===== config.mk =====
export PLATFORM = sky130hd
export DESIGN_NAME = bcs_regs
export DESIGN_NICKNAME = d
export VERILOG_FILES = /design/src/core/bcs_pkg.sv /design/src/core/bcs_sync.sv /design/src/core/bcs_regs.sv
export VERILOG_INCLUDE_DIRS = /design/src /design/src/core
export SDC_FILE = /design/constraint.sdc
export NUM_CORES = 1
export LEC_CHECK = 0
export ABC_AREA = 1
export BUFFER_PORTS_ARGS = -buffer_cell sky130_fd_sc_hd__buf_2
export CAP_MARGIN = 30
export CORE_MARGIN = 2
export CORE_UTILIZATION = 38
export DETAILED_ROUTE_END_ITERATION = 7
export PLACE_DENSITY = 0.91
export SLEW_MARGIN = 5
export SYNTH_ARGS = -nofsm -noshare
export SYNTH_HDL_FRONTEND = slang
export SYNTH_SLANG_ARGS = --single-unit

===== constraint.sdc =====
create_clock -name clk_sys -period 1 [get_ports clk_sys]
set_input_delay 0.05 -clock clk_sys [delete_from_list [all_inputs] [get_ports clk_sys]]
set_output_delay 0.05 -clock clk_sys [all_outputs]
set_load 0.05 [all_outputs]

===== src/core/bcs_defines.svh =====
`ifndef BCS_DEFINES_SVH
`define BCS_DEFINES_SVH

// ==========================================
// configuration offsets
`define BCS_CMD_OFS        8'h04
`define BCS_STS_OFS        8'h06
`define BCS_CMD_DW_IDX     6'h01

// ==========================================
// command register fields
`define BCS_CMD_IO_BIT     0
`define BCS_CMD_MEM_BIT    1
`define BCS_CMD_BME_BIT    2
`define BCS_CMD_SERR_BIT   8
`define BCS_CMD_RESET      16'h0000
`define BCS_CMD_WR_MASK    16'h0107

// ==========================================
// status register fields
`define BCS_STS_SSE_BIT    14
`define BCS_STS_FIXED      16'h0020
`define BCS_STS_RESET      16'h0020
`define BCS_STS_SSE_BYTE   3
`define BCS_STS_SPEED_BIT  5

// ==========================================
// pin input widths
`define BCS_PIN_W          2

`endif


===== src/core/bcs_pkg.sv =====
package bcs_pkg;

   // ==========================================
   // configuration access request
   typedef struct packed {
      logic        rd;
      logic        wr;
      logic [5:0]  dw_addr;
      logic [3:0]  be;
      logic [31:0] wdata;
   } bcs_cfg_req_t;

   // ==========================================
   // address decode results from the range comparators
   typedef struct packed {
      logic frame_hit;
      logic mem_hit;
      logic pref_hit;
      logic vga_hit;
      logic io_hit;
   } bcs_decode_t;

endpackage


===== src/core/bcs_sync.sv =====
`timescale 1ns/10ps
`include "bcs_defines.svh"

module bcs_sync
   import bcs_pkg::*;
(
   input  wire logic                  clk_sys,
   input  wire logic                  rst_sync_b,
   input  wire logic [`BCS_PIN_W-1:0] pin_in,
   output logic      [`BCS_PIN_W-1:0] pin_sync
);

   // ==========================================
   // two-stage synchroniser
   logic [`BCS_PIN_W-1:0] meta_r;

   always_ff @(posedge clk_sys or negedge rst_sync_b) begin
      if (!rst_sync_b) begin
         meta_r   <= '0;
         pin_sync <= '0;
      end else begin
         meta_r   <= pin_in;
         pin_sync <= meta_r;
      end
   end

endmodule


===== src/core/bcs_regs.sv =====
`timescale 1ns/10ps
`include "bcs_defines.svh"

// Behaviour
// - own enable gates this function's error messages
// - errors reported by hub message, no pin
// - message mechanism enabled by OR of enables
// - bus master clear: ignore master cycles, abort
// - bus master set: accept only decode hits
// - sideband and pipelined requests ignore bus master
// - memory enable clear disables memory decoding
// - memory enable set decodes memory, prefetch, vga
// - io enable gates io range decoding
// - unimplemented command bits read zero
// - read-only command bits read zero
// - system error flag set on message
// - write one clears system error flag
// - abort and parity status bits read zero
// - target abort, data parity, fast b2b zero
// - devsel timing field reads zero
// - speed capability bit reads one
module bcs_regs
   import bcs_pkg::*;
(
   input  wire logic         clk_sys,
   input  wire logic         rst_b,
   input  wire bcs_cfg_req_t cfg_req,
   output logic [31:0]       cfg_rdata_r,
   output logic              cfg_rvalid_r,
   input  wire logic         agp_frame_pin,
   input  wire logic         agp_pipe_pin,
   input  wire bcs_decode_t  decode,
   output logic              frame_accept_r,
   output logic              frame_abort_r,
   output logic              pipe_accept_r,
   output logic              mem_decode_r,
   output logic              io_decode_r,
   input  wire logic         err_event,
   input  wire logic         host_serr_en,
   output logic              syserr_msg_r,
   output logic              syserr_mech_en_r
);

   // ==========================================
   // reset release
   logic rst_meta_r;
   logic rst_sync_b;

   always_ff @(posedge clk_sys or negedge rst_b) begin
      if (!rst_b) begin
         rst_meta_r <= 1'b0;
         rst_sync_b <= 1'b0;
      end else begin
         rst_meta_r <= 1'b1;
         rst_sync_b <= rst_meta_r;
      end
   end

   // ==========================================
   // helpers
   function automatic logic hits_cmd(input logic [5:0] dw);
      hits_cmd = (dw == `BCS_CMD_DW_IDX);
   endfunction

   // ==========================================
   // register state
   logic [15:0] cmd_r;
   logic        sse_r;
   logic [15:0] cmd_nxt;
   logic [15:0] sts_view;
   logic        cmd_wr;
   logic        sse_clr;
   logic        msg_fire;

   assign cmd_wr  = cfg_req.wr && hits_cmd(cfg_req.dw_addr);
   assign sse_clr = cmd_wr && cfg_req.be[`BCS_STS_SSE_BYTE]
                    && cfg_req.wdata[16 + `BCS_STS_SSE_BIT];

   always_comb begin
      cmd_nxt = cmd_r;
      if (cfg_req.be[0]) begin
         cmd_nxt[7:0] = cfg_req.wdata[7:0];
      end
      if (cfg_req.be[1]) begin
         cmd_nxt[15:8] = cfg_req.wdata[15:8];
      end
      cmd_nxt = cmd_nxt & `BCS_CMD_WR_MASK;
   end

   always_ff @(posedge clk_sys or negedge rst_sync_b) begin
      if (!rst_sync_b) begin
         cmd_r <= `BCS_CMD_RESET;
      end else if (cmd_wr) begin
         cmd_r <= cmd_nxt;
      end
   end

   // set wins over a clear in the same cycle
   always_ff @(posedge clk_sys or negedge rst_sync_b) begin
      if (!rst_sync_b) begin
         sse_r <= 1'b0;
      end else if (msg_fire) begin
         sse_r <= 1'b1;
      end else if (sse_clr) begin
         sse_r <= 1'b0;
      end
   end

   // fixed status bits plus the one live flag
   always_comb begin
      sts_view = `BCS_STS_FIXED;
      sts_view[`BCS_STS_SSE_BIT] = sse_r;
   end

   // ==========================================
   // configuration read port
   always_ff @(posedge clk_sys or negedge rst_sync_b) begin
      if (!rst_sync_b) begin
         cfg_rdata_r  <= 32'h00000000;
         cfg_rvalid_r <= 1'b0;
      end else begin
         cfg_rvalid_r <= cfg_req.rd;
         if (cfg_req.rd && hits_cmd(cfg_req.dw_addr)) begin
            cfg_rdata_r <= {sts_view, cmd_r};
         end else begin
            cfg_rdata_r <= 32'h00000000;
         end
      end
   end

   // ==========================================
   // agp pin inputs
   logic [`BCS_PIN_W-1:0] pin_sync;
   logic                  frame_d_r;
   logic                  pipe_d_r;
   logic                  frame_start;
   logic                  pipe_start;

   bcs_sync u_sync (
      .clk_sys    (clk_sys),
      .rst_sync_b (rst_sync_b),
      .pin_in     ({agp_pipe_pin, agp_frame_pin}),
      .pin_sync   (pin_sync)
   );

   always_ff @(posedge clk_sys or negedge rst_sync_b) begin
      if (!rst_sync_b) begin
         frame_d_r <= 1'b0;
         pipe_d_r  <= 1'b0;
      end else begin
         frame_d_r <= pin_sync[0];
         pipe_d_r  <= pin_sync[1];
      end
   end

   assign frame_start = pin_sync[0] && !frame_d_r;
   assign pipe_start  = pin_sync[1] && !pipe_d_r;

   // ==========================================
   // master cycle acceptance
   always_ff @(posedge clk_sys or negedge rst_sync_b) begin
      if (!rst_sync_b) begin
         frame_accept_r <= 1'b0;
         frame_abort_r  <= 1'b0;
      end else begin
         frame_accept_r <= frame_start && cmd_r[`BCS_CMD_BME_BIT]
                           && decode.frame_hit;
         frame_abort_r  <= frame_start && !(cmd_r[`BCS_CMD_BME_BIT]
                           && decode.frame_hit);
      end
   end

   // pipelined and sideband requests bypass bus master gating
   always_ff @(posedge clk_sys or negedge rst_sync_b) begin
      if (!rst_sync_b) begin
         pipe_accept_r <= 1'b0;
      end else begin
         pipe_accept_r <= pipe_start;
      end
   end

   // ==========================================
   // memory and io decode gating
   always_ff @(posedge clk_sys or negedge rst_sync_b) begin
      if (!rst_sync_b) begin
         mem_decode_r <= 1'b0;
         io_decode_r  <= 1'b0;
      end else begin
         mem_decode_r <= cmd_r[`BCS_CMD_MEM_BIT]
                         && (decode.mem_hit || decode.pref_hit
                             || decode.vga_hit);
         io_decode_r  <= cmd_r[`BCS_CMD_IO_BIT] && decode.io_hit;
      end
   end

   // ==========================================
   // system error messaging
   assign msg_fire = err_event && cmd_r[`BCS_CMD_SERR_BIT];

   always_ff @(posedge clk_sys or negedge rst_sync_b) begin
      if (!rst_sync_b) begin
         syserr_msg_r     <= 1'b0;
         syserr_mech_en_r <= 1'b0;
      end else begin
         syserr_msg_r     <= msg_fire;
         syserr_mech_en_r <= cmd_r[`BCS_CMD_SERR_BIT] || host_serr_en;
      end
   end
endmodule


==> results of run 1 <==
==> layer usage <==
layer / GRT usage, % / part of all wire [%] / up-vias
met5: 0 / 0 / -
li1: - / - / 404
met4: 7.79 / 3.5 / 0
met3: 1.54 / 7.3 / 6
met1: 10.8 / 36 / 372
met2: 20.3 / 53 / 42
==> flip-flops by register name, summed over array words and instances, names as in the netlist <==
name / flops
cfg_rdata_r: 6
cmd_r: 4
u_sync.meta_r: 2
u_sync.pin_sync: 2
cfg_rvalid_r: 1
frame_abort_r: 1
frame_accept_r: 1
frame_d_r: 1
io_decode_r: 1
mem_decode_r: 1
pipe_accept_r: 1
pipe_d_r: 1
rst_meta_r: 1
rst_sync_b: 1
sse_r: 1
syserr_mech_en_r: 1
syserr_msg_r: 1
==> cells in the final DEF, fill, tap and decap left out, drive strengths merged <==
cell         instances
or2                  1
nand2               17
a21oi                1
clkbuf              10
nor3                 1
dfrtp               27
nand4                3
clkinv               1
nand3                6
nor2                13
buf                 34
inv                 16
conb                27
dlygate4sd3         16
==> timing repair <==
| item | CTS | global route |
|---|---|---|
| hold endpoints to repair | 16 | 0 |
| hold buffers | 16 | 0 |
| resized for setup | 0 | 9 |
| setup endpoints to repair | 0 | 8 |
==> cell usage after synthesis <==
master / n
nor2_2: 1
a21oi_1: 1
nand2_1: 17
nand4_1: 3
nor2_4: 2
nor2_1: 10
nand3_2: 2
conb_1: 2
buf_4: 26
nand3_1: 4
or2_2: 1
nor3_1: 1
dfrtp_1: 27
inv_1: 16
==> cells by family after synthesis <==
group           Yosys count  synth area share (%)
simple gates             41                  17.5
other cells               2                 0.657
buf+inv                  42                  22.3
flops                    27                  59.1
compound gates            1                 0.437
==> report_power, final <==
group          switching [mW]  total (mW)  internal (mW)
logic                   0.370       0.494          0.124
clock network           0.284       0.433          0.149
registers              0.0283        1.18           1.15
==> through the flow <==
stage	cell area (µm²)	setup slack (ns)	power [mW]	TNS [ns]
2_1_floorplan	1240	0.194	1.63	0
3_3_place_gp	1290	0.161	1.64	0
3_5_place_dp	1290	0.149	1.65	0
4_1_cts	1480	0.0190	2.12	0
5_1_grt	1500	-0.0129	2.22	-0.0135
6_report	1500	0.0349	2.11	0
==> how the worst max path moves through the flow <==
stage	from	endpoint	depth (start not counted)
3_3_place_gp	cfg_req[37]	cmd_r[1]	7
2_1_floorplan	rst_sync_b	cfg_rdata_r[0]	0
5_1_grt	cfg_rdata_r[0]	cfg_rdata_r[0]	1
6_report	cfg_rdata_r[0]	cfg_rdata_r[0]	1
3_5_place_dp	cfg_req[37]	cmd_r[0]	7
4_1_cts	cfg_rdata_r[30]	cfg_rdata_r[30]	1
==> area by class of cell <==
| cell class | count | area, µm² |
|---|---|---|
| Inverter | 16 | 60.1 |
| Clock inverter | 1 | 5.00 |
| Sequential cell | 27 | 676 |
| Timing Repair Buffer | 57 | 388 |
| Multi-Input combinational cell | 69 | 307 |
| Tap cell | 31 | 38.8 |
| Clock buffer | 3 | 22.5 |
| Fill cell | 251 | 1310 |
==> results.ini, run 1 <==
[route]
ant_nets=0
avgRoutedWirePerCell_um=8.87
viasPerCell=4.04
drc_errors=3
via_count=824
drt_iter0_markers=16
drtPass1Iterations=6
drt-total-wl_mm=1.81

[cts]
cts_max_level=1
post-cts-setup-buffer-count=0
numCtsBuffers=3
cts_tree=done
clk_latency_ns=0.31
clkTransAtPathRegs_ns=0.13
clockBufferDepth=2
cts_root_buf=clkbuf_4
numClockSinks=27

[power]
peakVddDrop_mv=0.471
p_per_area_nw_per_um2=1410
leakagePower_nw=0.863

[worst_setup_path]
cp_cell_sequence=buf_2
critPathCaptureType=output port
worstReg2RegStart=cmd_r[8]
reg2regPathDepth=1
critical_path_class=flop to output port
cpMaxStageDelayCell=dfrtp_1
r2r_slack_ns=0.17
cpPeakStageDelay_ns=0.35
startpoint_type=flop
crit_family=flip-flops
worstPathArrival_ns=0.92
cp.required_ns=0.95
reg2reg_to=syserr_mech_en_r
crit_buf_inv=1
crit_fanout=1

[worst_hold_path]
hold_path.class=input pin to flop
hold_path_end=cmd_r[2]
worstHoldStart=cfg_req[32]
worstHoldPathCells=3

[yosys]
synth_top_area_share_pct=59.1
synth_warnings=0
synth_top_area_cell=dfrtp_1
synth_cell_types=14
yosys-top-cells-area=dfrtp_1 59%, buf_4 17%, nand2_1 5.6%, inv_1 5.3%, nor2_1 3.3%
ys_ff_latch=27
synth_area_per_cell_um2=10.1
netlist_area_um2=1140
postSynthCellCount=113
yosysSeqAreaShare_pct=59.1

[floorplan]
ioPinCount=95
initial_core_util_pct=40.8
fp.dieW_um=58.9
core_um2=2810
die-area_um2=3460
die_height_um=58.9
rows=19

[layout]
layoutNonFillerInstCount=204
diodes=0
drive_gt1_share_pct=29.5
final_core_util_pct=53.3
nNetsFinal=229
syn_to_final_growth_pct=30.9

[timing]
hold_slack_ns=0.00852
period_share_pct=96.5
fin_crit_ns=0.965
hold_viol=0
skew_ns=0.000636
finalSetupViolations=0
max_clock_freq_mhz=1040
drv_slew=0

[global_route]
grt_max_degree=26
grt_pass1_vias=726
grt-ovfl-total=0
grt_pass1_wl_mm=2.82
antenna_found_initial=0
track_usage_pct=10.9

[placed_design]
place_inst=184
io_buffers=40
gp_congestion=0.797
hpwl_mm=1.33

[status]
outcome=finished, violations left
violations=DRC

[job]
max_cap_viol_count=0

Note: power is estimated with default switching activity, not from simulation.
==> inputs of run 2 (changes only) <==
==> constraint.sdc (replaced) <==
create_clock -name clk_sys -period 1 [get_ports clk_sys]
set_input_delay 0.05 -clock clk_sys [delete_from_list [all_inputs] [get_ports clk_sys]]
set_output_delay 0.05 -clock clk_sys [all_outputs]
set_load 0.1 [all_outputs]
==> run 2 against run 1 <==
- the flow still finishes with violations (DRC)
- fmax up 0.42%
- worst setup slack better by 0.0040 ns
- sequential power about the same
- via count up 1.3%
- first-iteration DRC count down 13%
- sequential cell count unchanged
- clock skew up 0.00073 ns
- highest routed layer unchanged
==> results.ini, run 2 (synthesized netlist as in run 1, its figures left out) <==
[layout]
drive_gt1_share_pct=28.7
fin_area_um2=1700
layout_common_cells=27 x conb_1, 27 x dfrtp_1, 26 x buf_2
syn_to_final_growth_pct=48.2
nNetsFinal=230
multi_input_area_um2=307
reg_top3=cfg_rdata_r (6), cmd_r (4)
largest_reg_flops=6
regMostFlops=cfg_rdata_r
layoutNonFillerInstCount=205
final_core_util_pct=60.4
seqCellArea_um2=676
nFillCells=230
diodes=0

[worst_setup_path]
cpMaxStageDelayCell=dfrtp_1
critPathCaptureType=output port
startpoint_type=flop
crit_buf_inv=1
cp_cell_sequence=buf_12
critical_path_class=flop to output port
worstPathArrival_ns=0.91
cpPeakStageDelay_ns=0.43
crit_family=flip-flops
crit_fanout=1
cp.required_ns=0.95

[job]
max_cap_viol_count=0

[power]
swShare_pct=39.5
power_frac_comb_pct=33.7
clkPwrFrac_pct=17.6
peakVddDrop_mv=0.671
p_seq_share_pct=48.7
power.internal_mw=1.48
p_total_mw=2.45
leakagePower_nw=0.912
p_per_area_nw_per_um2=1450
p_switching_mw=0.970

[global_route]
grt_pass1_wl_mm=3.31
grt_max_degree=26
grt_pass1_vias=801
antenna_found_initial=0
track_usage_pct=13.0
grt-ovfl-total=0

[cts]
clk_latency_ns=0.30
clockBufferDepth=2
numClockSinks=27
cts_tree=done
numCtsBuffers=3
cts_root_buf=clkbuf_4
cts_max_level=1
clkTransAtPathRegs_ns=0.13

[floorplan]
ioPinCount=95
initial_core_util_pct=40.8
die_height_um=58.9
die-area_um2=3460
rows=19
fp.dieW_um=58.9
core_um2=2810

[route]
drt-total-wl_mm=2.01
viasPerCell=4.07
drt_iter0_markers=14
drc_errors=3
ant_nets=0
drtPass1Iterations=6
avgRoutedWirePerCell_um=9.80
via_count=835

[timing]
hold_slack_ns=0.0446
setup-tns-final_ns=0
max_clock_freq_mhz=1040
drv_slew=0
period_share_pct=96.1
skew_ns=0.00136
fin_crit_ns=0.961
worst_slack_ns=0.0389
rsz0062_at_grt=yes
finalSetupViolations=0
hold_viol=0

[status]
outcome=finished, violations left
violations=DRC

[placed_design]
gp_congestion=0.762
place_ws_ns=0.148
place_inst=184
hpwl_mm=1.50
postPlaceCellArea_um2=1500
io_buffers=40

[worst_hold_path]
hold_path.class=input pin to async pin

## run 2: cell types whose count changed in the layout (fill, tap and decap cells not counted)
cell / delta
buf_12: +14
buf_4: -1
clkbuf_4: -7
clkbuf_1: +1
buf_2: -6
clkinv_2: -1
dlygate4sd3_1: +1
## run 2: repair_timing
item | 4_1_cts | 5_1_grt
resized for setup | 0 | 0
endpoints found under the hold margin | 16 | 0
hold buffers | 17 | 0
endpoints found under the setup margin | 0 | 6
buffers inserted | 0 | 0
## run 2: routing by layer
| metal | GRT usage (%) | share of wire [%] | up-vias |
|---|---|---|---|
| li1 | - | - | 409 |
| met1 | 12.9 | 35 | 380 |
| met2 | 24.6 | 55 | 42 |
| met3 | 1.98 | 7.7 | 4 |
| met4 | 8.77 | 2.1 | 0 |
| met5 | 0 | 0 | - |
## run 2: layout make-up
cell class	count	area share (%)
Multi-Input combinational cell	69	18.1
Tap cell	31	2.29
Inverter	16	3.54
Sequential cell	27	39.9
Timing Repair Buffer	58	34.7
Clock buffer	4	1.55
## run 2: power by group through the flow
stage / clock network (mW) / registers (mW) / logic [mW]
floorplan: 0 / 1.34 / 0.565
global placement: 0 / 1.21 / 0.766
detailed placement: 0 / 1.22 / 0.776
CTS: 0.458 / 1.20 / 0.828
global route: 0.507 / 1.20 / 0.866
finish: 0.433 / 1.20 / 0.827
## run 2: final timing paths
path | startpoint | endpoint | slack (ns) | cells after the start
worst max-delay path | frame_abort_r | frame_abort_r | 0.04 | 1
max in group asynchronous | rst_sync_b | pipe_d_r | 0.55 | 1
worst min-delay path | rst_b | rst_sync_b | 0.04 | 2
min in group clk_sys | cfg_req[42] | cmd_r[8] | 0.07 | 4
worst min register to register | rst_sync_b | io_decode_r | 0.23 | 1
worst max register to register | cmd_r[8] | syserr_mech_en_r | 0.17 | 1
